File: src/shared/chp_pkg.sv
// Constants and carrier types for the command FIFO host port.
// Assumes one core clock domain; host and DMA sides are on-chip logic.
package chp_pkg;

    // ------------------------------------------------------------
    // Host window and command stream layout
    // ------------------------------------------------------------
    localparam logic [15:0] WIN_LO = 16'h2000;  // Aliased FIFO window low
    localparam logic [15:0] WIN_HI = 16'h2FFF;  // Aliased FIFO window high
    localparam int TAG_MODE_HI = 31;             // Tag word: mode field
    localparam int TAG_MODE_LO = 30;
    localparam int TAG_CNT_HI = 23;              // Tag word: data word count
    localparam int TAG_CNT_LO = 16;
    localparam int TAG_ADR_HI = 11;              // Tag word: register address
    localparam logic [1:0] MODE_SINGLE = 2'h0;
    localparam logic [1:0] MODE_INDEX = 2'h1;
    localparam logic [1:0] MODE_HOLD = 2'h2;

    // ------------------------------------------------------------
    // Command register addresses
    // ------------------------------------------------------------
    localparam logic [11:0] ADR_RENDER = 12'h0008;
    localparam logic [11:0] ADR_CONT_LINE = 12'h0009;
    localparam logic [11:0] ADR_CONT_DOM = 12'h000A;
    localparam logic [11:0] ADR_SYNC = 12'h0188;

    // ------------------------------------------------------------
    // Sizes and counts
    // ------------------------------------------------------------
    localparam int FIFO_DEPTH = 16;
    localparam int WORD_W = 32;
    localparam logic [4:0] DMA_MIN_FREE = 5'h02; // Slots needed to fetch
    localparam logic [31:0] DMA_STEP = 32'h0000_0004;

    // ------------------------------------------------------------
    // Carrier types
    // ------------------------------------------------------------
    typedef struct packed {
        logic [15:0] addr;
        logic [31:0] data;
    } chp_hwr_s;

    typedef struct packed {
        logic [11:0] addr;
        logic [31:0] data;
    } chp_regwr_s;

    typedef enum logic [2:0] {
        ST_TAG = 3'b001,
        ST_DATA = 3'b010,
        ST_SYNC = 3'b100
    } chp_dec_e;

endpackage : chp_pkg

File: src/core/chp_host_port.sv
// Command FIFO host port: host window writes and DMA into a FIFO,
// then tag/data decode into register writes toward the pipeline.
// Assumes host, DMA and pipeline logic share core_clk.
// Summary of operation
// - Every word in the aliased window pushes into the one command FIFO.
// - Disconnect mode: write to full FIFO is disconnected, data kept.
// - Free FIFO entry count is readable for polling hosts.
// - Direct loading: a register address word, then its data value.
// - Indexed mode: one address word, then data for a register group.
// - Hold mode: one address word, many data values to one register.
// - DMA engine fetches host memory into the FIFO without polling.
// - DMA completion raises an interrupt event.
// - Texture miss raises an interrupt so host can download the map.
// - AGP slot: single-edge read master, optional sideband addressing.
// - Control registers keep values across primitives until rewritten.
// - Render plus its continue commands stay atomic against context.
// - Sync makes earlier memory writes finish before later reads.
`timescale 1ns/1ps

// ----------------------------------------------------------------
// Generic FIFO
// ----------------------------------------------------------------
module chp_fifo import chp_pkg::*; #(
    parameter int W = WORD_W,
    parameter int D = FIFO_DEPTH
) (
    // Clock, reset, enable
    input wire logic clk,
    input wire logic rst_n,
    input wire logic ce,
    // Fill side
    input wire logic in_valid,
    output logic in_ready,
    input wire logic [W-1:0] in_data,
    // Drain side
    output logic out_valid,
    input wire logic out_ready,
    output logic [W-1:0] out_data,
    // Occupancy
    output logic [$clog2(D):0] free
);
    localparam int AW = $clog2(D);
    logic [W-1:0] mem [D];
    logic [AW-1:0] wp_q, rp_q;
    logic [AW:0] cnt_q;
    logic push, pop;

    if (D < 2 || (1 << AW) != D) begin : g_bad_depth
        $error("FIFO depth must be 2^n");
    end

    // Handshakes and flags
    assign in_ready = (cnt_q != (AW+1)'(D));
    assign out_valid = (cnt_q != '0);
    assign push = in_valid && in_ready && ce;
    assign pop = out_valid && out_ready && ce;
    assign out_data = mem[rp_q];
    assign free = (AW+1)'(D) - cnt_q;

    // Storage
    always_ff @(posedge clk) begin
        if (push) begin
            mem[wp_q] <= in_data;
        end
    end

    // Pointers and count
    always_ff @(posedge clk or negedge rst_n) begin
        if (!rst_n) begin
            wp_q <= '0;
            rp_q <= '0;
            cnt_q <= '0;
        end else begin
            if (push) wp_q <= wp_q + AW'(1);
            if (pop) rp_q <= rp_q + AW'(1);
            cnt_q <= cnt_q + (AW+1)'(push) - (AW+1)'(pop);
        end
    end
endmodule : chp_fifo

// ----------------------------------------------------------------
// Host port top
// ----------------------------------------------------------------
module chp_host_port import chp_pkg::*; (
    // Clock, reset, enable
    input wire logic core_clk,
    input wire logic rstn,
    input wire logic ce,
    // Mode pins
    input wire logic disconnect_en,
    input wire logic agp_slot,
    input wire logic agp_sideband_en,
    // Host target writes into region 0
    input wire logic hw_req,
    input wire chp_hwr_s hw_wr,
    output logic hw_ack,
    output logic hw_disconnect,
    output logic [4:0] input_fifo_free_count,
    // DMA control
    input wire logic dma_go,
    input wire logic [31:0] dma_base,
    input wire logic [15:0] dma_words,
    output logic dma_busy,
    output logic dma_irq,
    // Bus master reads
    output logic mrd_req,
    output logic [31:0] mrd_addr,
    output logic mrd_agp_1x,
    output logic mrd_sideband,
    input wire logic mrd_valid,
    input wire logic [31:0] mrd_data,
    // Pipeline register writes
    output logic rw_valid,
    output chp_regwr_s rw,
    input wire logic rw_ready,
    // Memory ordering, texture events and primitive lock
    output logic mem_fence,
    input wire logic mem_wr_idle,
    input wire logic tex_miss,
    output logic tex_irq,
    output logic primitive_open
);
    logic [1:0] rst_sync_q, disc_s_q, agp_s_q, sba_s_q;
    logic rst_n;
    logic fin_valid, fin_ready;
    logic [31:0] fin_data;
    logic fout_valid, fout_ready;
    logic [31:0] fout_data;
    logic [4:0] ffree;
    logic in_win, hw_take, dma_out_q;
    logic [15:0] dma_left_q;
    chp_dec_e st_q;
    logic [1:0] mode_q;
    logic [7:0] left_q;
    logic [11:0] addr_q;
    logic slot_free, is_cont;

    // Address decode shared by host write paths
    function automatic logic win_hit(input logic [15:0] a);
        return (a >= WIN_LO) && (a <= WIN_HI);
    endfunction : win_hit

    // Reset release through two flops
    always_ff @(posedge core_clk or negedge rstn) begin
        if (!rstn) rst_sync_q <= 2'h0;
        else rst_sync_q <= {rst_sync_q[0], 1'b1};
    end
    assign rst_n = rst_sync_q[1];

    // Mode pin synchronisers
    always_ff @(posedge core_clk or negedge rst_n) begin
        if (!rst_n) begin
            disc_s_q <= 2'h0;
            agp_s_q <= 2'h0;
            sba_s_q <= 2'h0;
        end else if (ce) begin
            disc_s_q <= {disc_s_q[0], disconnect_en};
            agp_s_q <= {agp_s_q[0], agp_slot};
            sba_s_q <= {sba_s_q[0], agp_sideband_en};
        end
    end

    // ------------------------------------------------------------
    // FIFO fill: DMA data first, then host window writes
    // ------------------------------------------------------------
    assign in_win = win_hit(hw_wr.addr);
    assign hw_take = hw_req && !hw_ack && !hw_disconnect && !mrd_valid
        && (!dma_out_q || ffree > 5'h01); // Slot kept for DMA return
    assign fin_valid = mrd_valid || (hw_take && in_win);
    assign fin_data = mrd_valid ? mrd_data : hw_wr.data;

    chp_fifo #(.W(WORD_W), .D(FIFO_DEPTH)) u_fifo (
        .clk(core_clk),
        .rst_n(rst_n),
        .ce(ce),
        .in_valid(fin_valid),
        .in_ready(fin_ready),
        .in_data(fin_data),
        .out_valid(fout_valid),
        .out_ready(fout_ready),
        .out_data(fout_data),
        .free(ffree)
    );

    // Host response: accept, disconnect on full, or wait
    always_ff @(posedge core_clk or negedge rst_n) begin
        if (!rst_n) begin
            hw_ack <= 1'b0;
            hw_disconnect <= 1'b0;
            input_fifo_free_count <= 5'h00;
        end else if (ce) begin
            input_fifo_free_count <= ffree;
            hw_ack <= hw_take && (!in_win || fin_ready);
            hw_disconnect <= hw_take && in_win && !fin_ready
                && disc_s_q[1];
        end
    end

    // ------------------------------------------------------------
    // DMA engine: one word outstanding, space reserved first
    // ------------------------------------------------------------
    always_ff @(posedge core_clk or negedge rst_n) begin
        if (!rst_n) begin
            dma_busy <= 1'b0;
            dma_left_q <= 16'h0000;
            dma_out_q <= 1'b0;
            mrd_req <= 1'b0;
            mrd_addr <= 32'h0000_0000;
            dma_irq <= 1'b0;
        end else if (ce) begin
            mrd_req <= 1'b0;
            dma_irq <= 1'b0;
            if (!dma_busy && dma_go && dma_words != 16'h0000) begin
                dma_busy <= 1'b1;
                dma_left_q <= dma_words;
                mrd_addr <= dma_base;
            end else if (dma_busy && !dma_out_q && !mrd_req
                && ffree >= DMA_MIN_FREE) begin
                mrd_req <= 1'b1;
                dma_out_q <= 1'b1;
            end else if (dma_out_q && mrd_valid) begin
                dma_out_q <= 1'b0;
                mrd_addr <= mrd_addr + DMA_STEP;
                dma_left_q <= dma_left_q - 16'h0001;
                if (dma_left_q == 16'h0001) begin
                    dma_busy <= 1'b0;
                    dma_irq <= 1'b1;
                end
            end
        end
    end

    // AGP transfer attributes
    always_ff @(posedge core_clk or negedge rst_n) begin
        if (!rst_n) begin
            mrd_agp_1x <= 1'b0;
            mrd_sideband <= 1'b0;
        end else if (ce) begin
            mrd_agp_1x <= agp_s_q[1];
            mrd_sideband <= agp_s_q[1] && sba_s_q[1];
        end
    end

    // Texture miss event
    always_ff @(posedge core_clk or negedge rst_n) begin
        if (!rst_n) tex_irq <= 1'b0;
        else if (ce) tex_irq <= tex_miss;
    end

    // ------------------------------------------------------------
    // Decoder: tag word then data words
    // ------------------------------------------------------------
    assign slot_free = !rw_valid || rw_ready;
    assign fout_ready = (st_q == ST_TAG) || (st_q == ST_DATA && slot_free);
    assign is_cont = (addr_q == ADR_CONT_LINE) || (addr_q == ADR_CONT_DOM);

    always_ff @(posedge core_clk or negedge rst_n) begin
        if (!rst_n) begin
            st_q <= ST_TAG;
            mode_q <= MODE_SINGLE;
            left_q <= 8'h00;
            addr_q <= 12'h000;
        end else if (ce) begin
            case (st_q)
                ST_TAG: begin
                    if (fout_valid) begin
                        mode_q <= fout_data[TAG_MODE_HI:TAG_MODE_LO];
                        addr_q <= fout_data[TAG_ADR_HI:0];
                        left_q <= (fout_data[TAG_MODE_HI:TAG_MODE_LO]
                            == MODE_SINGLE
                            || fout_data[TAG_CNT_HI:TAG_CNT_LO] == 8'h00)
                            ? 8'h01 : fout_data[TAG_CNT_HI:TAG_CNT_LO];
                        st_q <= ST_DATA;
                    end
                end
                ST_DATA: begin
                    if (fout_valid && slot_free) begin
                        left_q <= left_q - 8'h01;
                        if (mode_q == MODE_INDEX) begin
                            addr_q <= addr_q + 12'h001;
                        end
                        // Hold mode keeps the address.
                        if (addr_q == ADR_SYNC) st_q <= ST_SYNC;
                        else if (left_q == 8'h01) st_q <= ST_TAG;
                    end
                end
                ST_SYNC: begin
                    // Later reads wait for earlier writes.
                    if (mem_wr_idle && !mem_fence) begin
                        st_q <= (left_q == 8'h00) ? ST_TAG : ST_DATA;
                    end
                end
                default: st_q <= ST_TAG;
            endcase
        end
    end

    // Register write output; held until taken, then replaced by the next write or rw_valid clears
    always_ff @(posedge core_clk or negedge rst_n) begin
        if (!rst_n) begin
            rw_valid <= 1'b0;
            rw <= '0;
        end else if (ce) begin
            if (st_q == ST_DATA && fout_valid && slot_free) begin
                rw_valid <= 1'b1;
                rw.addr <= addr_q;
                rw.data <= fout_data;
            end else if (rw_ready) begin
                rw_valid <= 1'b0;
            end
        end
    end

    // Sync fence pulse
    always_ff @(posedge core_clk or negedge rst_n) begin
        if (!rst_n) mem_fence <= 1'b0;
        else if (ce) begin
            mem_fence <= st_q == ST_DATA && fout_valid && slot_free
                && addr_q == ADR_SYNC;
        end
    end

    // Primitive lock against context switches
    always_ff @(posedge core_clk or negedge rst_n) begin
        if (!rst_n) primitive_open <= 1'b0;
        else if (ce) begin
            if (st_q == ST_DATA && fout_valid && slot_free
                && (addr_q == ADR_RENDER || is_cont)) begin
                primitive_open <= 1'b1;
            end else if (!fout_valid && !fin_valid && st_q == ST_TAG) begin
                primitive_open <= 1'b0;
            end
        end
    end
endmodule : chp_host_port

File: config.mk
export PLATFORM = sky130hd
export DESIGN_NAME = chp_host_port
export DESIGN_NICKNAME = d
export VERILOG_FILES = /design/src/shared/chp_pkg.sv /design/src/core/chp_host_port.sv
export SDC_FILE = /design/constraint.sdc
export NUM_CORES = 1
export LEC_CHECK = 0
export ABC_CLOCK_PERIOD_IN_PS = 7000
export BUFFER_PORTS_ARGS = -buffer_cell sky130_fd_sc_hd__buf_2
export CAP_MARGIN = 20
export CELL_PAD_IN_SITES_DETAIL_PLACEMENT = 1
export CELL_PAD_IN_SITES_GLOBAL_PLACEMENT = 1
export CORE_ASPECT_RATIO = 0.5
export CORE_MARGIN = 1.5
export CORE_UTILIZATION = 54
export CTS_BUF_LIST = sky130_fd_sc_hd__clkbuf_8
export CTS_CLUSTER_DIAMETER = 80
export DETAILED_ROUTE_END_ITERATION = 6
export PLACE_DENSITY_LB_ADDON = 0.08
export SLEW_MARGIN = 5
export SYNTH_ARGS = -nofsm -noshare
export SYNTH_HDL_FRONTEND = slang
export SYNTH_HIERARCHICAL = 1
export SYNTH_SLANG_ARGS = --single-unit
File: constraint.sdc
create_clock -name core_clk -period 7 [get_ports core_clk]
set_input_delay 1.05 -clock core_clk [delete_from_list [all_inputs] [get_ports core_clk]]
set_output_delay 1.05 -clock core_clk [all_outputs]
set_load 0.05 [all_outputs]
==> summary.md <==
| Metric | Value |
|---|---|
| Status | finished clean |
| Worst Setup Slack, final | 2.61 ns |
| Initial DRC Count | 1495 |
| Post-route ant nets | 0 |
| Setup tns final | 0 ns |
| CP Class | primary input to flop |
| Finished Cell Area | 31400 µm² |
| Std cell rows | 58 |
| Post-synth net total | 1830 |
| F_max | between 0.2 and 0.25 GHz |
| Most frequent cell after synthesis | edfxtp_1 |
| Largest net degree at the start of global routing | 94 |
| Global-route usage over all layers | 27.8% |
| CTS Sinks | 667 |
| Root Buffer | clkbuf_8 |
| Synthesized area | 27700 µm² |
| Initial Utilization | between 50% and 60% |
| Clock buffer depth | 3 |
| Final Power | 12.9 mW |
| HPWL after DPL | 44000 µm |
| Top-area cell type share of the netlist area | between 50% and 60% |
| Post-CTS Setup Repair Bufs | 0 |
| Period minus WS final | 4.39 ns |
| EDFF count, synth | 512 |
| Post-cts resize count | 0 |
| PwrDens | 410 nW/µm² |
| Post-route DRC | 0 |
| Total of max-cap violations | 0 |
| Unique masters post-synth | ~70 |
| Via Count | 16800 |
| Final Util | 62.2% |
| Antenna violations before repair | 1 |
| GP Congestion | 0.890 |
| CP Data Required Time | 7.36 ns |
| Ys flop type | edfxtp_1 |
| Max Transition Viols Final | 0 |
| CTS tree | done |
| CTS clk-pin slew, worst paths | 0.07 ns |
| Crit end category | flop |
| DR WL/cell | 26.7 µm |
| Core box area | 50500 µm² |
| CTS Buf Count | 92 |
| FFs w/ async S/R, synth | a little under a quarter |
| Startpoint Class | primary input |
| Fillers | 4666 |
| Crit Path Max Fanout | 38 |
| Critical Path AT | 4.75 ns |
| Setup WS pre-CTS | 1.91 ns |
| Post-synthesis register bit count | roughly 670 |
| I/O pins | 232 |
| Synth Area per Inst | 16.7 µm² |
| Top post-synthesis cells by area | edfxtp_1, dfrtp_1, mux4_2, mux2_2, a22oi_1 |
| Total Wirelength | 71700 µm |
| Clk_skew | approximately 0.047 ns |
| GRT overflow | 0 |
| Die width | 324 µm |
| Peak supply drop | 0.000251 V |
| Worst min path class | primary input to async pin |
| Number of port buffers | roughly 220 |
| Placed instance area | 29700 µm² |
| Synth area leader | edfxtp_1 |
| Crit share post-route | 62.7% |
| H-tree depth | 3 |
| YS warnings | 6 |
| Final hold vios | 0 |
| Final nets | between 2000 and 2500 |
| Vias per cell | 6.25 |
| Latest clock arrival within the worst-skew pair | 0.68 ns |
| Worst Max-Slew Pin Slew | 1.10 ns |
| Die ar. | between 50000 and 60000 µm² |
| Mapped Cells | 1665 |
| Share of cells above drive strength 1 | 30.1% |
| Top post-synthesis cells by count | edfxtp_1, dfrtp_1, mux4_2, a21oi_1, nand2_1 |
| DRT Pass-1 Iters | 5 |
| Global-route wire length before repair | ~110000 µm |
| Endpoints failing setup | 0 |
| RSZ-0062 raised after global routing | no |
| Vias in the first global route | 17800 |
| Hold buffers post-CTS | 0 |
| Register area share after synthesis | ~70% |
| Relative slew margins | 26.4% |
| P&R area growth vs syn | 13.3% |
| Die height | 163 µm |
| P_leak | 11.3 nW |
==> per-stage QoR <==
step                std cells  hold slack [ns]
finish                   2682            0.142
global route             2681           0.0975
CTS                      2679           0.0923
detailed placement       2510            0.353
global placement         2510            0.337
floorplan                1665            0.331
==> layout by cell type (no fill, tap or decap), drive strengths merged, types with 6 or more instances in the layout <==
master,count
mux4,128
a41o,6
dfrtp,154
nor2,60
nand2,79
o21ai,65
clkinv,26
o31ai,7
a2bb2oi,8
clkbuf,98
a21oi,80
inv,76
nor3,21
a31o,7
nand4,27
xnor2,9
a311oi,6
nor2b,9
a31oi,10
ha,24
nand3,30
and3,13
a22oi,72
nor4,12
or3,7
o22ai,10
and4,6
mux2,95
edfxtp,512
buf,256
==> layer usage <==
metal | vias to the layer above | track usage [%] | wire, µm
met5 | - | 0 | 0
li1 | 7181 | - | -
met4 | 0 | 6.91 | 1360
met1 | 8755 | 38.8 | 29600
met3 | 114 | 6.53 | 6210
met2 | 708 | 44.8 | 34500
==> critical path: stages <==
cell and delay, ns:
buf_2 0.09, buf_4 0.30, or4b_2 0.74, a21oi_1 0.23, a21o_1 0.18, and3_1 0.48, nand2_1 0.36, nor2_4 0.91
buf_4 0.38
==> layout make-up <==
cell class / count / area [µm²] / area share, %
Multi-Input combinational cell: 864 / 8020 / 25.5
Inverter: 34 / 128 / 0.406
Tap cell: 690 / 863 / 2.75
Timing Repair Buffer: 257 / 1420 / 4.53
Antenna cell: 1 / 2.50 / 0.00797
Clock inverter: 72 / 377 / 1.20
Sequential cell: 667 / 19300 / 61.3
Clock buffer: 97 / 1340 / 4.25
==> logic make-up after synthesis <==
group                      synth area share [%]
DFF                                        69.4
xor gates and xnor gates                  0.379
AOI/OAI and AO/OA                          7.11
and+or+nand+nor                            5.44
other                                    0.0135
adders and majority gates                  1.15
muxes                                      14.3
buffers and inverters                      2.17
==> sequential cells by signal, indices dropped and copies added, names as in the netlist, 5 cells and up <==
signal,flops
dma_left_q,16
rw,44
u_fifo/mem,512
input_fifo_free_count,5
mrd_addr,32
u_fifo/cnt_q,5
left_q,8
addr_q,12
==> final timing paths <==
kind | startpoint | end | slack (ns) | cells past startpoint
setup / recovery | mrd_valid | u_fifo/mem[6][27] | 2.61 | 9
hold / removal | rstn | rst_sync_q[0] | 0.14 | 1
setup reg to reg | u_fifo/cnt_q[1] | u_fifo/mem[6][27] | 2.78 | 12
hold reg to reg | rst_sync_q[1] | mrd_addr[4] | 0.34 | 0
max in group asynchronous | rst_sync_q[1] | u_fifo/rp_q[1] | 5.19 | 1
min in group core_clk | rst_sync_q[0] | rst_sync_q[1] | 0.39 | 0
==> power breakdown <==
group | internal, mW | leakage (nW) | switching (mW) | total, mW
sequential | 4.85 | 6.43 | 0.614 | 5.47
clock | 1.37 | 1.02 | 1.49 | 2.86
combinational | 1.64 | 3.88 | 2.92 | 4.56
Power figures use the tool's default switching activity.
